## src/verilog/lcdd_pkg.sv

```systemverilog
`default_nettype none
package lcdd_pkg;
    // Register byte addresses on the Wishbone slave
    localparam logic [7:0] ADR_CLOCK_SELECT   = 8'h00;
    localparam logic [7:0] ADR_SUPPLY_CONTROL = 8'h04;
    localparam logic [7:0] ADR_CONTROL_ONE    = 8'h08;
    localparam logic [7:0] ADR_CONTROL_ZERO   = 8'h0C;
    localparam logic [7:0] ADR_BLINK_CONTROL  = 8'h10;
    localparam logic [7:0] ADR_FP_ENABLE_0    = 8'h14;
    localparam logic [7:0] ADR_STATUS         = 8'h2C;
    localparam int         NUM_FP_REGS        = 6;

    // Clock select fields
    localparam int CLK_SOURCE_BIT = 7;
    localparam int CLK_PRESCALE_BY_SIXTEEN_BIT  = 6;
    localparam int CLK_ADJ_MSB    = 5;
    // Supply control fields
    localparam int SUP_PUMP_ON_BIT = 7;
    localparam int SUP_TRIPLER_BIT = 6;
    localparam int SUP_HDRV_BIT    = 5;
    localparam int SUP_CPADJ_LSB   = 3;
    localparam int SUP_BYPASS_BIT  = 2;
    localparam int SUP_SOURCE_LSB  = 0;
    localparam logic [1:0] SUPPLY_EXTERNAL = 2'h2;
    // Control one fields
    localparam int CR1_IRQ_EN_BIT = 7;
    localparam int CR1_WAIT_BIT   = 1;
    localparam int CR1_STOP_BIT   = 0;
    // Control zero fields
    localparam int CR0_ENABLE_BIT = 7;
    localparam int CR0_FRAME_RATE_SELECT_LSB   = 3;
    localparam int CR0_LOW_POWER_WAVEFORM_BIT = 2;
    localparam int CR0_DUTY_LSB   = 0;
    localparam logic [1:0] DUTY_QUARTER = 2'h3;
    // Blink control fields
    localparam int BLK_ENABLE_BIT = 7;
    localparam int BLK_ALL_BIT    = 3;
    localparam int BLK_RATE_LSB   = 0;
    // Status fields
    localparam int STS_FLAG_BIT   = 0;

    // Reset values
    localparam logic [7:0] RST_ZERO         = 8'h00;
    localparam logic [7:0] RST_CONTROL_ZERO = 8'h03;

    // Frame timing: one backplane phase lasts PHASE_BASE_TICKS << frame_rate_select, halved with the low-power waveform
    localparam logic [10:0] PHASE_BASE_TICKS = 11'h008;
    localparam logic [3:0]  PRESCALE_BY_SIXTEEN_LAST       = 4'hF;
endpackage
`default_nettype wire

```

## src/verilog/lcdd_tmg_if.sv

```systemverilog
`default_nettype none
interface lcdd_tmg_if;
    logic       src_sel;
    logic       prescale_by_sixteen;
    logic [5:0] clk_adj;
    logic [2:0] frame_rate;
    logic       low_power_waveform;
    logic [1:0] duty;
    logic       run;
    logic       base_tick;
    logic       frame_evt;
    logic       irq_evt;
    logic [1:0] bp_idx;
    logic       polarity;

    modport ctl (output src_sel, prescale_by_sixteen, clk_adj, frame_rate, low_power_waveform, duty, run,
                 input base_tick, frame_evt, irq_evt, bp_idx, polarity);
    modport tmr (input src_sel, prescale_by_sixteen, clk_adj, frame_rate, low_power_waveform, duty, run,
                 output base_tick, frame_evt, irq_evt, bp_idx, polarity);
endinterface
`default_nettype wire
```

## src/verilog/lcdd_frame_timer.sv

```systemverilog
`default_nettype none
module lcdd_frame_timer (
    // Clock and reset
    input  wire logic clk_i,
    input  wire logic rst_i,
    // External reference, one-cycle tick per reference edge
    input  wire logic ext_ref_tick_i,
    // Timing link to the controller
    lcdd_tmg_if.tmr   tmg
);
    logic       in_tick;
    logic [5:0] pre_q;
    logic [3:0] d16_q;
    logic       pre_wrap;
    logic [10:0] phase_len;
    logic [10:0] ph_q;
    logic [1:0]  bp_q;
    logic        half_q;
    logic        pol_q;
    logic        pass_end;
    logic        ph_last;

    ////////////////////////////////////////////////////////////////////////
    // Clock source and prescaler
    assign in_tick  = tmg.src_sel ? 1'b1 : ext_ref_tick_i; // RULE1
    assign pre_wrap = in_tick && (pre_q >= tmg.clk_adj); // A lowered adjust must not strand it
    assign tmg.base_tick = pre_wrap && (!tmg.prescale_by_sixteen || d16_q == lcdd_pkg::PRESCALE_BY_SIXTEEN_LAST); // RULE2

    always_ff @(posedge clk_i) begin
        if (rst_i || !tmg.run) begin
            pre_q <= 6'h00;
            d16_q <= 4'h0;
        end else if (in_tick) begin
            pre_q <= pre_wrap ? 6'h00 : pre_q + 6'h01; // RULE2
            if (pre_wrap && tmg.prescale_by_sixteen) begin
                d16_q <= d16_q + 4'h1;
            end
        end
    end

    ////////////////////////////////////////////////////////////////////////
    // Backplane phases; low-power waveform halves each phase and runs two passes
    assign phase_len = (lcdd_pkg::PHASE_BASE_TICKS << tmg.frame_rate) >> tmg.low_power_waveform; // RULE15
    // Compare with >= so a shorter phase set mid-count cannot run the counter round its range
    assign ph_last   = ph_q >= phase_len - 11'h001;
    assign pass_end  = tmg.base_tick && ph_last && (bp_q == tmg.duty);
    // Every pass is a frame, or a sub-frame in low-power mode; stale half_q must not mask it
    assign tmg.irq_evt   = pass_end; // RULE12
    assign tmg.frame_evt = pass_end && (half_q || !tmg.low_power_waveform);
    assign tmg.bp_idx    = bp_q;
    assign tmg.polarity  = pol_q;

    always_ff @(posedge clk_i) begin
        if (rst_i || !tmg.run) begin
            ph_q   <= 11'h000;
            bp_q   <= 2'h0;
            half_q <= 1'b0;
            pol_q  <= 1'b0;
        end else if (tmg.base_tick) begin
            if (ph_last) begin
                ph_q <= 11'h000;
                bp_q <= (bp_q == tmg.duty) ? 2'h0 : bp_q + 2'h1; // RULE9
                if (pass_end) begin
                    half_q <= tmg.low_power_waveform ? !half_q : 1'b0; // RULE15
                    pol_q  <= !pol_q; // Alternate drive sign to keep DC off the glass
                end
            end else begin
                ph_q <= ph_q + 11'h001;
            end
        end
    end
endmodule // lcdd_frame_timer
`default_nettype wire

```

## src/verilog/lcdd_segment_ctrl.sv

```systemverilog
// Contract
// [RULE1] Clock source bit 0 selects external reference, 1 selects bus clock.
// [RULE2] Input clock divided by clock adjust field and optional divide-by-sixteen.
// [RULE3] Charge pump enable bit at 1 turns the pump on.
// [RULE4] Pump multiplier bit: 0 doubler, 1 tripler.
// [RULE5] Bypass bit 0 buffered supply path, 1 unbuffered.
// [RULE6] Supply field 10 expects external power on the panel supply pin.
// [RULE7] Wait-mode disable bit 0 keeps the panel driven during wait.
// [RULE8] Deep-stop disable bit 0 keeps the panel driven during deep stop.
// [RULE9] Duty field 11 drives four backplanes at quarter duty.
// [RULE10] Blink scope bit 0 blinks selected segments, 1 blinks all.
// [RULE11] Six frontplane enable registers; only enabled frontplanes get a waveform.
// [RULE12] Frame or sub-frame event sets flag; writing 1 clears it.
// [RULE13] Interrupt request asserts while flag and interrupt enable are both set.
// [RULE14] Reset clears driver enable and frontplane enables, duty quarter, bias third; the code has no bias field.
// [RULE15] Low-power waveform splits each frame into two equal sub-frames.
// [RULE16] All configuration fields read back the last value written.
`default_nettype none
module lcdd_segment_ctrl #(
    parameter int NUM_FP = 41
) (
    // Clock and reset
    input  wire logic              clk_i,
    input  wire logic              rst_i,
    // Wishbone classic slave
    input  wire logic              wb_cyc_i,
    input  wire logic              wb_stb_i,
    input  wire logic              wb_we_i,
    input  wire logic [7:0]        wb_adr_i,
    input  wire logic [3:0]        wb_sel_i,
    input  wire logic [31:0]       wb_dat_i,
    output logic      [31:0]       wb_dat_o,
    output logic                   wb_ack_o,
    // Clock reference and low-power modes
    input  wire logic              ext_ref_tick_i,
    input  wire logic              wait_mode_i,
    input  wire logic              deep_stop_mode_i,
    // Analog supply control
    output logic                   charge_pump_on_o,
    output logic                   pump_tripler_o,
    output logic                   high_drive_buffer_o,
    output logic      [1:0]        pump_clock_adjust_o,
    output logic                   buffer_on_o,
    output logic      [1:0]        supply_source_select_o,
    output logic                   ext_supply_expected_o,
    // Glass drive
    output logic      [NUM_FP-1:0] fp_o,
    output logic      [NUM_FP-1:0] fp_oe_o,
    output logic      [3:0]        bp_o,
    output logic      [3:0]        bp_oe_o,
    output logic                   blank_all_o,
    output logic                   blink_segments_o,
    // Interrupt
    output logic                   lcd_irq_o
);
    logic [7:0] clks_q;
    logic [7:0] supply_q;
    logic [7:0] cr1_q;
    logic [7:0] cr0_q;
    logic [7:0] bctl_q;
    logic [7:0] fpen_q [lcdd_pkg::NUM_FP_REGS];
    logic       flag_q;
    logic       ack_q;
    logic [31:0] rdat_q;
    logic [31:0] rdat_d;
    logic [7:0]  blink_cnt_q;
    logic        blink_off_q;
    logic [NUM_FP-1:0] fp_q;
    logic [NUM_FP-1:0] fp_oe_q;
    logic [3:0]  bp_q;
    logic [3:0]  bp_oe_q;

    lcdd_tmg_if tmg ();

    // Byte offset of frontplane enable register n
    function automatic logic [7:0] fp_adr(input int n);
        fp_adr = lcdd_pkg::ADR_FP_ENABLE_0 + 8'(4 * n);
    endfunction

    ////////////////////////////////////////////////////////////////////////
    // Bus decode: write commits on the edge where the master sees ack
    wire req      = wb_cyc_i && wb_stb_i;
    wire wr_lane0 = ack_q && req && wb_we_i && wb_sel_i[0];
    wire wr_clks  = wr_lane0 && (wb_adr_i == lcdd_pkg::ADR_CLOCK_SELECT);
    wire wr_sup   = wr_lane0 && (wb_adr_i == lcdd_pkg::ADR_SUPPLY_CONTROL);
    wire wr_cr1   = wr_lane0 && (wb_adr_i == lcdd_pkg::ADR_CONTROL_ONE);
    wire wr_cr0   = wr_lane0 && (wb_adr_i == lcdd_pkg::ADR_CONTROL_ZERO);
    wire wr_bctl  = wr_lane0 && (wb_adr_i == lcdd_pkg::ADR_BLINK_CONTROL);
    wire wr_sts   = wr_lane0 && (wb_adr_i == lcdd_pkg::ADR_STATUS);
    wire flag_clr = wr_sts && wb_dat_i[lcdd_pkg::STS_FLAG_BIT];

    // Read mux; unmapped addresses read zero and still get ack
    always_comb begin
        rdat_d = 32'h0000_0000;
        if (wb_adr_i == lcdd_pkg::ADR_CLOCK_SELECT) begin
            rdat_d[7:0] = clks_q; // RULE16
        end else if (wb_adr_i == lcdd_pkg::ADR_SUPPLY_CONTROL) begin
            rdat_d[7:0] = supply_q;
        end else if (wb_adr_i == lcdd_pkg::ADR_CONTROL_ONE) begin
            rdat_d[7:0] = cr1_q;
        end else if (wb_adr_i == lcdd_pkg::ADR_CONTROL_ZERO) begin
            rdat_d[7:0] = cr0_q;
        end else if (wb_adr_i == lcdd_pkg::ADR_BLINK_CONTROL) begin
            rdat_d[7:0] = bctl_q;
        end else if (wb_adr_i == lcdd_pkg::ADR_STATUS) begin
            rdat_d[lcdd_pkg::STS_FLAG_BIT] = flag_q;
        end else begin
            for (int n = 0; n < lcdd_pkg::NUM_FP_REGS; n++) begin
                if (wb_adr_i == fp_adr(n)) begin
                    rdat_d[7:0] = fpen_q[n]; // RULE11
                end
            end
        end
    end

    // Ack one cycle after the request, dropped in the next cycle
    always_ff @(posedge clk_i) begin
        if (rst_i) begin
            ack_q  <= 1'b0;
            rdat_q <= 32'h0000_0000;
        end else begin
            ack_q  <= req && !ack_q;
            rdat_q <= rdat_d;
        end
    end
    assign wb_ack_o = ack_q;
    assign wb_dat_o = rdat_q;

    ////////////////////////////////////////////////////////////////////////
    // Configuration registers
    always_ff @(posedge clk_i) begin
        if (rst_i) begin
            clks_q   <= lcdd_pkg::RST_ZERO;
            supply_q <= lcdd_pkg::RST_ZERO;
            cr1_q    <= lcdd_pkg::RST_ZERO;
            cr0_q    <= lcdd_pkg::RST_CONTROL_ZERO; // RULE14
            bctl_q   <= lcdd_pkg::RST_ZERO;
        end else begin
            if (wr_clks) clks_q <= wb_dat_i[7:0]; // RULE16
            if (wr_sup)  supply_q <= wb_dat_i[7:0];
            if (wr_cr1)  cr1_q <= wb_dat_i[7:0];
            if (wr_cr0)  cr0_q <= wb_dat_i[7:0];
            if (wr_bctl) bctl_q <= wb_dat_i[7:0];
        end
    end

    // Frontplane enables, one register per group of eight
    for (genvar g = 0; g < lcdd_pkg::NUM_FP_REGS; g++) begin : g_fpen
        wire wr_fp = wr_lane0 && (wb_adr_i == fp_adr(g));
        always_ff @(posedge clk_i) begin
            if (rst_i) begin
                fpen_q[g] <= lcdd_pkg::RST_ZERO; // RULE14
            end else if (wr_fp) begin
                fpen_q[g] <= wb_dat_i[7:0]; // RULE11
            end
        end
    end

    ////////////////////////////////////////////////////////////////////////
    // Supply control straight from the register
    assign charge_pump_on_o       = supply_q[lcdd_pkg::SUP_PUMP_ON_BIT]; // RULE3
    assign pump_tripler_o         = supply_q[lcdd_pkg::SUP_TRIPLER_BIT]; // RULE4
    assign high_drive_buffer_o    = supply_q[lcdd_pkg::SUP_HDRV_BIT];
    assign pump_clock_adjust_o    = supply_q[lcdd_pkg::SUP_CPADJ_LSB +: 2];
    assign buffer_on_o            = !supply_q[lcdd_pkg::SUP_BYPASS_BIT]; // RULE5
    assign supply_source_select_o = supply_q[lcdd_pkg::SUP_SOURCE_LSB +: 2];
    assign ext_supply_expected_o  = (supply_source_select_o == lcdd_pkg::SUPPLY_EXTERNAL); // RULE6

    ////////////////////////////////////////////////////////////////////////
    // Timer hookup; the timer halts while the panel is not being driven
    wire driver_en = cr0_q[lcdd_pkg::CR0_ENABLE_BIT];
    wire wait_off  = wait_mode_i && cr1_q[lcdd_pkg::CR1_WAIT_BIT]; // RULE7
    wire stop_off  = deep_stop_mode_i && cr1_q[lcdd_pkg::CR1_STOP_BIT]; // RULE8
    wire driving   = driver_en && !wait_off && !stop_off;

    assign tmg.src_sel    = clks_q[lcdd_pkg::CLK_SOURCE_BIT]; // RULE1
    assign tmg.prescale_by_sixteen      = clks_q[lcdd_pkg::CLK_PRESCALE_BY_SIXTEEN_BIT]; // RULE2
    assign tmg.clk_adj    = clks_q[lcdd_pkg::CLK_ADJ_MSB:0];
    assign tmg.frame_rate = cr0_q[lcdd_pkg::CR0_FRAME_RATE_SELECT_LSB +: 3];
    assign tmg.low_power_waveform     = cr0_q[lcdd_pkg::CR0_LOW_POWER_WAVEFORM_BIT]; // RULE15
    assign tmg.duty       = cr0_q[lcdd_pkg::CR0_DUTY_LSB +: 2]; // RULE9
    assign tmg.run        = driving;

    lcdd_frame_timer u_timer (
        .clk_i          (clk_i),
        .rst_i          (rst_i),
        .ext_ref_tick_i (ext_ref_tick_i),
        .tmg            (tmg.tmr)
    );

    ////////////////////////////////////////////////////////////////////////
    // Frame flag: a new event wins over a clear in the same cycle
    always_ff @(posedge clk_i) begin
        if (rst_i) begin
            flag_q <= 1'b0;
        end else if (tmg.irq_evt) begin
            flag_q <= 1'b1; // RULE12
        end else if (flag_clr) begin
            flag_q <= 1'b0;
        end
    end
    assign lcd_irq_o = flag_q && cr1_q[lcdd_pkg::CR1_IRQ_EN_BIT]; // RULE13

    ////////////////////////////////////////////////////////////////////////
    // Blink timing: toggles after 2**rate frames
    wire [2:0] blink_rate = bctl_q[lcdd_pkg::BLK_RATE_LSB +: 3];
    wire blink_en  = bctl_q[lcdd_pkg::BLK_ENABLE_BIT];
    wire blink_all = bctl_q[lcdd_pkg::BLK_ALL_BIT];
    wire blink_top = (blink_cnt_q == 8'((9'h001 << blink_rate) - 9'h001));

    always_ff @(posedge clk_i) begin
        if (rst_i || !blink_en) begin
            blink_cnt_q <= 8'h00;
            blink_off_q <= 1'b0;
        end else if (tmg.frame_evt) begin
            blink_cnt_q <= blink_top ? 8'h00 : blink_cnt_q + 8'h01;
            if (blink_top) begin
                blink_off_q <= !blink_off_q;
            end
        end
    end
    assign blank_all_o      = blink_en && blink_all && blink_off_q; // RULE10
    assign blink_segments_o = blink_en && !blink_all && blink_off_q; // RULE10

    ////////////////////////////////////////////////////////////////////////
    // Glass pins; segment data lives elsewhere, so frontplanes carry the on level, opposite the selected backplane
    wire [47:0] fp_en_flat = {fpen_q[5], fpen_q[4], fpen_q[3], fpen_q[2], fpen_q[1], fpen_q[0]};

    always_ff @(posedge clk_i) begin
        if (rst_i) begin
            fp_q    <= '0;
            fp_oe_q <= '0;
            bp_q    <= 4'h0;
            bp_oe_q <= 4'h0;
        end else begin
            fp_q    <= {NUM_FP{tmg.polarity}};
            fp_oe_q <= driving ? fp_en_flat[NUM_FP-1:0] : '0; // RULE11
            bp_q    <= (4'h1 << tmg.bp_idx) ^ {4'(tmg.polarity ? 4'hF : 4'h0)};
            // Unused backplanes float so they can serve as frontplanes
            bp_oe_q <= driving ? 4'((5'h02 << tmg.duty) - 5'h01) : 4'h0; // RULE9
        end
    end
    assign fp_o    = fp_q;
    assign fp_oe_o = fp_oe_q;
    assign bp_o    = bp_q;
    assign bp_oe_o = bp_oe_q;
endmodule // lcdd_segment_ctrl
`default_nettype wire

```

## config.mk

```make
export PLATFORM = sky130hd
export DESIGN_NAME = lcdd_segment_ctrl
export DESIGN_NICKNAME = d
export VERILOG_FILES = /design/src/verilog/lcdd_pkg.sv /design/src/verilog/lcdd_tmg_if.sv /design/src/verilog/lcdd_frame_timer.sv /design/src/verilog/lcdd_segment_ctrl.sv
export SDC_FILE = /design/constraint.sdc
export NUM_CORES = 1
export LEC_CHECK = 0
export ABC_CLOCK_PERIOD_IN_PS = 3700
export CORE_ASPECT_RATIO = 0.5
export CORE_UTILIZATION = 58
export DETAILED_ROUTE_END_ITERATION = 10
export DONT_BUFFER_PORTS = 1
export GPL_TIMING_DRIVEN = 1
export PLACE_DENSITY = 0.76
export SETUP_SLACK_MARGIN = 0.05
export SYNTH_ARGS = -nofsm -noshare
export SYNTH_HDL_FRONTEND = slang
export SYNTH_SLANG_ARGS = --single-unit
```

## constraint.sdc

```tcl
create_clock -name clk_i -period 3.7 [get_ports clk_i]
set_input_delay 0.555 -clock clk_i [delete_from_list [all_inputs] [get_ports clk_i]]
set_output_delay 0.555 -clock clk_i [all_outputs]
set_load 0.005 [all_outputs]
```

==> flow_results.org, run 1 <==
** Critical path
- The number of cells on the worst reg-to-reg path is 14.
- Largest stage delay, worst path :: 0.42 ns
- Sum of buffers and inverters on the critical path :: 1
- On the critical path the largest part of the delay comes from simple AND/OR/NAND/NOR gates.
- Walking the worst path, the cells encountered are nand2b_1, or3_1, ha_2, buf_4, nor4b_1, o21ai_0, o211a_1, ha_1, o21ai_0, nand2b_1, a31oi_2, or3_4, o21ai_2, nor2_1.
- Worst Path Arrival :: roughly 3.8 ns
- The worst setup path is of the register to register kind.
- Kind of launch point of the worst setup path :: register
- The critical path runs through a total of 14 cells.
- Of all nets on the critical path, the largest fanout is 8.
- STA classifies the critical path endpoint as a register.
- For the worst setup path, the data required time is ~4 ns.
- Cell with the largest stage delay on the worst path :: sky130_fd_sc_hd__or3_4

** Die
- The die covers about 0.016 mm2.
- The initial utilization of the core area, before any placement, comes to 60.6%.
- The floorplan has 31 rows.
- Die Span X :: between 150 and 200 um
- During I/O placement, the number of pins put on the boundary was between 150 and 200.
- CORE AREA :: between 0.01 and 0.015 mm2
- The floorplan step set the die height to 89.9 um.

** STA
- Headroom to the max-slew limit came out at between 20% and 30%.
- Worst Tran Pin Value :: 1.17 ns
- Total negative setup slack :: 0 ns
- RSZ-0062 raised after global routing :: yes
- Final Hold Viols :: 0
- F_max :: about 290 MHz
- Setup violations remaining at the end of the flow were counted as 0.
- Max-slew violations :: 0
- The worst path in the final design needs a cycle of approximately 3.5 ns, including I/O delays and setup.
- Maximum clock skew at final layout :: roughly 0.013 ns
- Share of the clock period used by the worst path after layout :: 94.3%

** Logic synthesis
- Sequential elements use approximately 46% of the synthesized area.
- Warnings, synthesis :: 0
- Cell type contributing the most total cell area after synthesis :: sky130_fd_sc_hd__dfxtp_1
- After synthesis, the share of flip-flops with an asynchronous set or reset is 0%.
- Post-Synthesis Cell Area :: 0.00896 mm2
- Most used flip-flop cell after synthesis :: sky130_fd_sc_hd__dfxtp_1
- FF+latch count, synth :: approximately 180
- Cells taking the most area after synthesis :: sky130_fd_sc_hd__dfxtp_1 30%, sky130_fd_sc_hd__edfxtp_1 16%, sky130_fd_sc_hd__and2_1 6.6%, sky130_fd_sc_hd__buf_4 5.7%, sky130_fd_sc_hd__mux2i_1 3.7%
- Dividing the synthesized area by the synthesized cell count gives between 9 and 10 um2.
- Counting flops with a built-in enable in the synthesized netlist gives 48.
- The synthesized design devotes to its leading area cell type between 20 and 30% of total area.
- Yosys cell types :: between 70 and 80
- Post-synthesis instance total :: roughly 940

** Clock tree
- The later pin in the worst-skew pair is clocked with a latency of 0.44 ns.
- TritonCTS built the clock tree.
- Setup bufs post-CTS :: 0
- Clock edge transition at the registers on the reported setup and hold paths :: around 0.070 ns
- The clock tree synthesis step divided the H-tree into 4 levels.
- Counting along the longest clock path gives a buffer depth of 2.
- CTS saw 182 sinks.
- Clk Tree Root Cell :: sky130_fd_sc_hd__clkbuf_16
- Clock tree synthesis inserted a total of 17 buffers.

** Drt
- DRC violation total after the first TritonRoute iteration :: 724
- The final route contains 6535 vias.
- The count of nets left with antenna violations once routing finished came out at 0.
- After detailed routing, the number of remaining DRC violations is 0.
- The final layout contains routed wiring with a total length of 21.2 mm.
- Routed vias/inst :: about 6
- First-pass iteration count of the detailed router :: 5
- Average wire per standard cell :: 19.6 um

** Hold path
- The path class of the tightest hold or removal check is input pin to register.
- Along the worst hold path, the cell count comes to 1.

** Final layout
- Layout Area Growth over Synthesis :: 3.17%
- Number of nets in the finished design :: ~950
- Cells with a size suffix above 1 make up ~9.1% of the layout.
- The top cell types in the final layout, fill and taps aside, are 133 x sky130_fd_sc_hd__dfxtp_1, 94 x sky130_fd_sc_hd__and2_1, 82 x sky130_fd_sc_hd__nor2_1.
- Antenna diodes :: 0
- Leaving out fill and tap cells, the most frequent cell in the layout is sky130_fd_sc_hd__dfxtp_1.
- Fill cells :: between 1000 and 1500

** Placed design
- Post-detailed-placement half-perimeter wirelength :: 14.4 mm
- In this run the tool buffered the top-level ports with 0 buffer cells.
- Placer's final routability congestion estimate :: 0.929

** Power and ir drop
- Power spread over the standard cell area amounts to around 430 mW/mm2.
- VDD sags by at most approximately 320 uV.
- Reported leakage power :: around 3.4 nW
- Total power for the finished layout comes to 3.96 mW.

** GRT
- After global routing the overflow that remains totals 0.
- The via count of the first global-routing pass is around 6100.
- The number of antenna violations at the first check in global routing came to 1.
- Global routing consumed, over all layers together, between 20% and 30% of the routing resources.
- Global-route wire length before repair :: approximately 33 mm
- Maximum number of pins on one net before global-route repair :: just over 70

** Run
- The tool flagged a number of max-cap violations equal to 0.

** Status
- The run finished with clean final reports.
==> layer usage <==
layer  share of wire, %  GRT usage [%]
met3                7.7           5.41
met2                 48           44.9
met1                 41           34.6
met4                2.7           9.69
met5              0.061              0
==> sequential cells by signal (all words and copies together), names as in the netlist, 4 cells and up <==
| signal | cells |
|---|---|
| clks_q | 8 |
| blink_cnt_q | 8 |
| cr1_q | 8 |
| bctl_q | 8 |
| u_timer.pre_q | 6 |
| fpen_q | 48 |
| u_timer.d16_q | 4 |
| fp_oe_o | 41 |
| cr0_q | 8 |
| u_timer.ph_q | 11 |
| wb_dat_o | 8 |
| bp_oe_o | 4 |
| bp_o | 4 |
| supply_q | 8 |
==> cells by family after synthesis <==
logic type / share of synthesized area [%]
AND/OR/NAND/NOR: 21.7
flip-flops: 46.0
AO/OA/AOI/OAI: 10.8
buffers and inverters: 9.89
multiplexers: 5.45
XOR/XNOR: 2.74
adder cells (fa/ha/maj): 3.35
other: 0.0419
==> repair_timing <==
action	CTS	global route
hold buffers	0	0
resized for setup	1	7
cloned	0	1
setup endpoints to repair	14	23
pin swaps	0	2
hold endpoints to repair	0	0
==> final timing paths <==
kind | startpoint | slack, ns | to
hold reg to reg | cr0_q[6] | 0.46 | cr0_q[6]
hold / removal | rst_i | 0.19 | bctl_q[3]
setup reg to reg | cr0_q[3] | 0.21 | blink_cnt_q[1]
setup / recovery | cr0_q[3] | 0.21 | blink_cnt_q[1]
==> cells in the mapped netlist, types with 7 or more instances <==
| cell | number |
|---|---|
| sky130_fd_sc_hd__mux2i_1 | 33 |
| sky130_fd_sc_hd__ha_1 | 24 |
| sky130_fd_sc_hd__nor2b_1 | 11 |
| sky130_fd_sc_hd__a21oi_1 | 49 |
| sky130_fd_sc_hd__o21ai_0 | 30 |
| sky130_fd_sc_hd__a211oi_1 | 8 |
| sky130_fd_sc_hd__xnor2_1 | 19 |
| sky130_fd_sc_hd__nor3_1 | 19 |
| sky130_fd_sc_hd__nor2_1 | 82 |
| sky130_fd_sc_hd__a22oi_1 | 7 |
| sky130_fd_sc_hd__edfxtp_1 | 48 |
| sky130_fd_sc_hd__or3_1 | 8 |
| sky130_fd_sc_hd__nor4_1 | 7 |
| sky130_fd_sc_hd__nand2b_1 | 13 |
| sky130_fd_sc_hd__nand2_1 | 61 |
| sky130_fd_sc_hd__nand4_1 | 8 |
| sky130_fd_sc_hd__nand3_1 | 31 |
| sky130_fd_sc_hd__buf_4 | 68 |
| sky130_fd_sc_hd__xor2_1 | 9 |
| sky130_fd_sc_hd__clkbuf_1 | 36 |
| sky130_fd_sc_hd__dfxtp_1 | 134 |
| sky130_fd_sc_hd__inv_1 | 22 |
| sky130_fd_sc_hd__and2_1 | 94 |
==> through the flow <==
step	cell area, um2	setup slack, ns	instances	hold WS, ns	utilization [%]
detailed placement	8610	0.0518	1051	0.444	58.3
global placement	8610	0.175	1051	0.436	58.3
floorplan	9050	0.0730	959	0.433	-
finish	9240	0.210	1084	0.186	62.5
global route	9240	0.00264	1084	0.185	62.5
CTS	9210	0.0639	1083	0.178	62.3
==> cell type report <==
cell class              instances  area, um2  area share (%)
clock buffers                  19        454            4.91
inverters                      22       82.6           0.893
well taps                     198        248            2.68
multi-input cells             634       4080            44.1
flip-flops and latches        182       4130            44.6
clock inverters                13        133            1.43
repair buffers                 16        120            1.30
==> power breakdown <==
part	internal, mW	switching [mW]	total [mW]
sequential	2.06	0.0108	2.07
combinational	0.0333	0.0540	0.0873
clock	0.939	0.867	1.81
total	3.03	0.932	3.96
(Power assumes the default switching activity.)
==> run 2, diff against run 1 <==
- CORE_MARGIN: not set -> 4
==> flow_results.org, run 2 (synthesized netlist as in run 1, its figures left out) <==
** Status
- The run finished with clean final reports.

** Placed design
- DP Cell Count :: about 1100
- Post-detailed-placement half-perimeter wirelength :: around 15 mm
- Prior to clock tree synthesis, the placed netlist has a worst setup slack of approximately 0.0021 ns.
- Summing all placed instances gives a cell area of about 0.0086 mm2.
- Number of port buffers :: 0
- Placer's final routability congestion estimate :: about 0.97

** Final layout
- The post-route netlist has a little under 9% of its cells at a drive strength greater than 1.
- The register with the most flip-flops in the layout has between 40 and 50 of them.
- The count of cells in the finished layout, fillers not included, comes to about 1100.
- After routing the design area is a little over 0.009 mm2.
- Number of nets in the finished design :: ~950
- Relative to the synthesized area, the layout overhead comes to 3.24%.
- Antenna diodes :: 0
- Most common cell after layout, fill and taps aside :: sky130_fd_sc_hd__dfxtp_1
- In the layout the commonest cells are 133 x sky130_fd_sc_hd__dfxtp_1, 94 x sky130_fd_sc_hd__and2_1, 82 x sky130_fd_sc_hd__nor2_1.
- Ranked by flip-flop count, first place goes to fpen_q.
- At the end of the flow the core is filled with cells to 62.6%.

** Drt
- Count of unresolved DRC violations after routing :: 0
- Dividing the detail-routed via count by the number of cells gives between 6 and 7.
- Wirelength, routed :: roughly 22 mm
- Average wire per standard cell :: slightly below 20 um
- The detailed router finished its first iteration with 761 violations.
- First-pass iteration count of the detailed router :: 7
- Post-detailed-route count of antenna-violating nets :: 0
- Total via count in the routed design :: 6515

** GRT
- Entering global routing, the biggest net connects between 70 and 80 pins.
- Number of global-route vias before repair :: ~6300
- The first global-routing pass estimated between 30 and 40 mm of wire.
- Total global routing track utilization :: 24.4%
- The number of antenna violations at the first check in global routing came to 0.
- Total congestion overflow :: 0

** Clock tree
- Clock-pin slew was measured on the worst setup and hold paths at 0.07 ns.
- Clock sink total :: 182
- Post-cts hold buffer count :: 0
- At the later pin of the worst-skew pair, clock insertion delay measures roughly 0.44 ns.
- Clock tree from TritonCTS :: yes
- H-tree levels :: 4
- The tree is rooted in a sky130_fd_sc_hd__clkbuf_16.
- Max Buffers Root-to-Sink :: 2
- In this run, CTS created clock tree buffers numbering 17.

** STA
- RSZ-0062 raised after global routing :: no
- Setup slack on the critical path of the routed design comes to 0.304 ns.
- Across all hold checks on the routed design, the worst slack comes to 0.190 ns.
- Final Hold Viols :: 0
- For this run, the top clock speed supported by timing is roughly 290 MHz.
- The final critical path takes up between 90% and 100% of the cycle.
- On the final layout, the worst clock skew is 0.0122 ns.
- Worst Tran Pin Value :: 1.24 ns
- Adding up every negative setup slack in the final design gives 0 ns.
- Setup violations remaining at the end of the flow were counted as 0.
- Max-slew headroom :: 16.8%
- The final-report max-slew violation count came to 0.
- Minimum clock period :: about 3.4 ns

** Hold path
- Start point of the worst hold path :: rst_i
- Class of the tightest hold or removal check :: input pin to register

** Critical path
- Worst-path maximum fanout :: 8
- The most critical setup path has its startpoint at cr0_q[3].
- STA classifies the critical path endpoint as a register.
- Kind of launch point of the worst setup path :: register
- For the worst setup path, the data arrival time is 3.77 ns.
- Data required time at the worst endpoint :: roughly 4 ns
- FF-to-FF Start :: cr0_q[3]
- The worst setup path is of the register to register kind.
- For flop-to-flop paths, the worst setup slack is 0.30 ns.

** Power and ir drop
- Comb pwr share :: under 10%
- Clock power frac :: a little under half
- Reg power frac :: 52.4%
- In this run switching power makes up between 20% and 30% of total power.
- Final total power :: approximately 3.9 mW
- In this run the power spent charging and discharging nets is 0.951 mW.
- Dividing total power by cell area gives a power density of about 430 mW/mm2.
- The internal portion of the total power is about 3.0 mW.
- VDD sags by at most roughly 400 uV.
- Reported leakage power :: approximately 3.4 nW

** Die
- In this run the count of I/O pins placed on the die edge is 187.
- The core region is around 0.015 mm2.
- In this run the horizontal extent of the chip is 184 um.
- The floorplan step defined a die boundary enclosing about 0.018 mm2.
- Effective utilization at floorplan :: 60.6%
- Row generation in the floorplan step produced 31 rows.
- Die Y :: 95.9 um

** Run
- Across the run, the number of max-cap violations was 0.
==> run 2: final timing paths <==
check	end	cells past startpoint
worst max-delay path	blink_cnt_q[4]	15
worst min-delay path	wb_ack_o	1
worst max register to register	blink_cnt_q[4]	15
worst min register to register	cr0_q[6]	2
==> run 2: area by class of cell <==
| cell class | instances | area (um2) |
|---|---|---|
| clock buffers | 18 | 429 |
| clock inverters | 14 | 160 |
| fillers | 1191 | 5530 |
| inverters | 22 | 82.6 |
| multi-input cells | 634 | 4090 |
| flip-flops and latches | 182 | 4130 |
| well taps | 198 | 248 |
| repair buffers | 15 | 113 |
==> run 2: what timing repair did <==
item                                    in CTS  in global routing
endpoints found under the setup margin      11                 23
resized for setup                            1                  7
buffers inserted                             0                  0
pin swaps                                    0                  1
gates cloned                                 0                  1
==> run 2: power groups by stage <==
stage	clock (mW)	sequential (mW)	combinational [mW]
final	1.79	2.07	0.0881
after global placement	0	2.11	0.0831
after global routing	1.89	2.07	0.0956
after floorplan	0	2.11	0.121
after CTS	1.81	2.07	0.0857
after detailed placement	0	2.11	0.0843
==> run 2: metal layers <==
| metal | vias to the layer above | share of wire (%) | global-route usage (%) |
|---|---|---|---|
| met3 | 68 | 8.9 | 5.78 |
| met4 | 0 | 2.9 | 9.47 |
| li1 | 3042 | - | - |
| met5 | - | 0 | 0 |
| met2 | 301 | 48 | 42.1 |
| met1 | 3104 | 40 | 30.2 |
==> run 2: critical path, stage by stage, from the launching register on <==
cell and delay [ns]:
sky130_fd_sc_hd__dfxtp_1 0.32, sky130_fd_sc_hd__nand2b_1 0.15, sky130_fd_sc_hd__or3_1 0.35, sky130_fd_sc_hd__ha_2 0.23, sky130_fd_sc_hd__buf_4 0.16, sky130_fd_sc_hd__nor3b_1 0.18
sky130_fd_sc_hd__a21oi_1 0.06, sky130_fd_sc_hd__o21ai_0 0.18, sky130_fd_sc_hd__a221oi_1 0.12, sky130_fd_sc_hd__ha_1 0.28, sky130_fd_sc_hd__o211ai_1 0.07, sky130_fd_sc_hd__nand2_1 0.09
sky130_fd_sc_hd__nand4b_1 0.17, sky130_fd_sc_hd__or3_4 0.46, sky130_fd_sc_hd__or3_1 0.36, sky130_fd_sc_hd__a21oi_1 0.15
==> run 3, diff against run 2 <==
- CORE_UTILIZATION: 58 -> 50
- PLACE_DENSITY: 0.76 -> 0.68
==> flow_results.org, run 3 (synthesized netlist as in run 1, its figures left out) <==
** Final layout
- Antenna diodes :: 0
- The layout has ~1600 filler cells.
- Share of cells above drive strength 1 :: a little under a tenth
- Number of flip-flops under the largest register name :: 48
- Top reg by flops :: fpen_q
- From synthesis to final layout, the design area changed by 3.72%.
- Leaving out fill and tap cells, the most frequent cell in the layout is sky130_fd_sc_hd__dfxtp_1.
- Area occupied by multi-input gates :: 0.00410 mm2
- Number of nets in the finished design :: roughly 950
- Storage cell area :: 0.00413 mm2
- Most frequent cells in the layout :: 133 x sky130_fd_sc_hd__dfxtp_1, 94 x sky130_fd_sc_hd__and2_1, 82 x sky130_fd_sc_hd__nor2_1
- Final instance area :: slightly above 0.009 mm2

** Clock tree
- Clock-pin slew was measured on the worst setup and hold paths at 0.07 ns.
- Counting the buffers created by CTS gives 17.
- TritonCTS built the clock tree.
- The number of setup buffers added after CTS is 0.
- The clock passes through at most 2 buffers.
- The tree is rooted in a sky130_fd_sc_hd__clkbuf_16.
- Clock latency on the worst-skew pair, taken at its later pin, is approximately 0.43 ns.
- In this run the number of H-tree levels came out at 4.
- The number of hold buffers added after CTS was 0.
- Clock sink total :: between 150 and 200

** Die
- 187 I/O pins were placed.
- Row Count :: 34
- The floorplan step set the die height to between 100 and 150 um.
- The die is between 150 and 200 um wide.
- Die Outline Area :: 0.0203 mm2
- Effective utilization at floorplan :: about half
- The core region is between 0.015 and 0.02 mm2.

** GRT
- Global-route wire length before repair :: approximately 33 mm
- Initial antenna violation count :: 0
- Entering global routing, the biggest net connects 71 pins.
- After global routing the overflow that remains totals 0.
- Number of global-route vias before repair :: between 6000 and 7000
- Total global routing track utilization :: a little over a fifth

** Power and ir drop
- For this design the static power due to leakage is around 3.4 nW.
- Across the VDD grid, the largest voltage drop is approximately 350 uV.
- Power spread over the standard cell area amounts to 424 mW/mm2.

** Placed design
- Post-detailed-placement half-perimeter wirelength :: between 15 and 20 mm
- Summing all placed instances gives a cell area of 0.00865 mm2.
- Number of port buffers :: 0
- Routability-driven placement finished with a final weighted congestion of approximately 0.9.
- Post-Place Worst Slack :: -0.0621 ns

** Drt
- Before antenna repair, the detailed router went through 9 iterations.
- Total via count in the routed design :: about 6400
- Count of unresolved DRC violations after routing :: 0
- Routed vias/inst :: between 5 and 6
- For this block, the initial DRC count from the detailed router was 630.
- Wires add up to between 20 and 25 mm.
- After detailed routing, the average wire length per cell comes to 19.3 um.
- Post-detailed-route count of antenna-violating nets :: 0

** Critical path
- Data on the critical path arrives at its endpoint at approximately 3.8 ns.
- Critical setup path kind :: register to register
- Kind of launch point of the worst setup path :: register
- The worst setup path is captured at a register.
- In this run the worst path has a maximum fanout of 8.
- For the worst setup path, the data required time is 4.05 ns.

** Hold path
- The path class of the tightest hold or removal check is input pin to register.

** STA
- In this run the tightest slew margin relative to its limit is between 10% and 20%.
- RSZ-0062 raised after global routing :: yes
- F_max :: ~300 MHz
- The routed design could run at a clock period as short as between 3 and 4 ns.
- Final setup margin :: around 0.30 ns
- For the final database, setup skew stands at between 0.01 and 0.015 ns.
- At the pin with the least slew margin, the transition time is 1.22 ns.
- The final-report max-slew violation count is 0.
- Share of the clock period used by the worst path after layout :: around nine tenths
- The number of hold violations in the final report is 0.
- Setup violations remaining at the end of the flow were counted as 0.
- On the final layout, the worst hold slack is roughly 0.19 ns.

** Status
- The run finished with clean final reports.

** Run
- Max-cap viol count :: 0
==> run 3: cell types whose count changed in the layout (fill, tap and decap cells not counted), sizes merged <==
cell	delta
clkinv	-3
clkinvlp	+1
clkbuf	+1
bufinv	+1
==> run 3: worst paths after layout <==
path         startpoint             end  slack [ns]  depth (start not counted)
max            cr0_q[3]  blink_cnt_q[5]        0.30                         15
min reg2reg   bctl_q[5]       bctl_q[5]        0.46                          2
max reg2reg    cr0_q[3]  blink_cnt_q[5]        0.30                         15
min               rst_i         fp_o[0]        0.19                          1
==> run 3: where the power goes <==
part / internal [mW] / switching, mW / total, mW
sequential: 2.06 / 0.0108 / 2.07
clock: 0.966 / 0.816 / 1.78
combinational: 0.0321 / 0.0535 / 0.0856
total: 3.05 / 0.880 / 3.94
==> run 3: area by class of cell <==
class	count	share of cell area (%)
inverters	22	0.889
clock buffers	19	4.77
well taps	234	3.15
clock inverters	13	1.43
multi-input cells	634	44.2
flip-flops and latches	182	44.4
repair buffers	15	1.21
==> run 3: through the flow <==
step           util (%)  setup TNS (ns)  power (mW)  instances
6_report           53.1               0        3.94       1119
5_1_grt            53.1               0        4.05       1119
4_1_cts            52.8               0        3.96       1118
3_5_place_dp       49.5          -0.572        2.20       1086
3_3_place_gp       49.5               0        2.20       1086
2_1_floorplan         -               0        2.23        959
==> run 3: routing by layer <==
metal  vias to the layer above  GRT usage, %  routed length, um
li1                       3036             -                  -
met1                      3089          28.3               9380
met2                       262          34.5              10100
met3                        34          4.41               1680
met4                         0          7.29                420
met5                         -             0                  0
==> run 3: critical path, cell delays in order, from the launching register on <==
cell	delay, ns
sky130_fd_sc_hd__dfxtp_1	0.33
sky130_fd_sc_hd__nand2b_1	0.16
sky130_fd_sc_hd__or3_1	0.35
sky130_fd_sc_hd__ha_2	0.22
sky130_fd_sc_hd__buf_4	0.15
sky130_fd_sc_hd__nor3b_1	0.16
sky130_fd_sc_hd__a21oi_1	0.07
sky130_fd_sc_hd__o21ai_1	0.20
sky130_fd_sc_hd__a221oi_2	0.10
sky130_fd_sc_hd__ha_1	0.29
sky130_fd_sc_hd__o211ai_1	0.08
sky130_fd_sc_hd__nand2_1	0.09
sky130_fd_sc_hd__nand4b_1	0.16
sky130_fd_sc_hd__or3_4	0.47
sky130_fd_sc_hd__or3_1	0.36
sky130_fd_sc_hd__a21oi_1	0.15
==> run 3: repair_timing <==
action,in CTS,in global routing
gates cloned,0,1
pin swaps,0,2
gates resized for setup,1,11
setup endpoints to repair,12,24
hold endpoints to repair,0,0
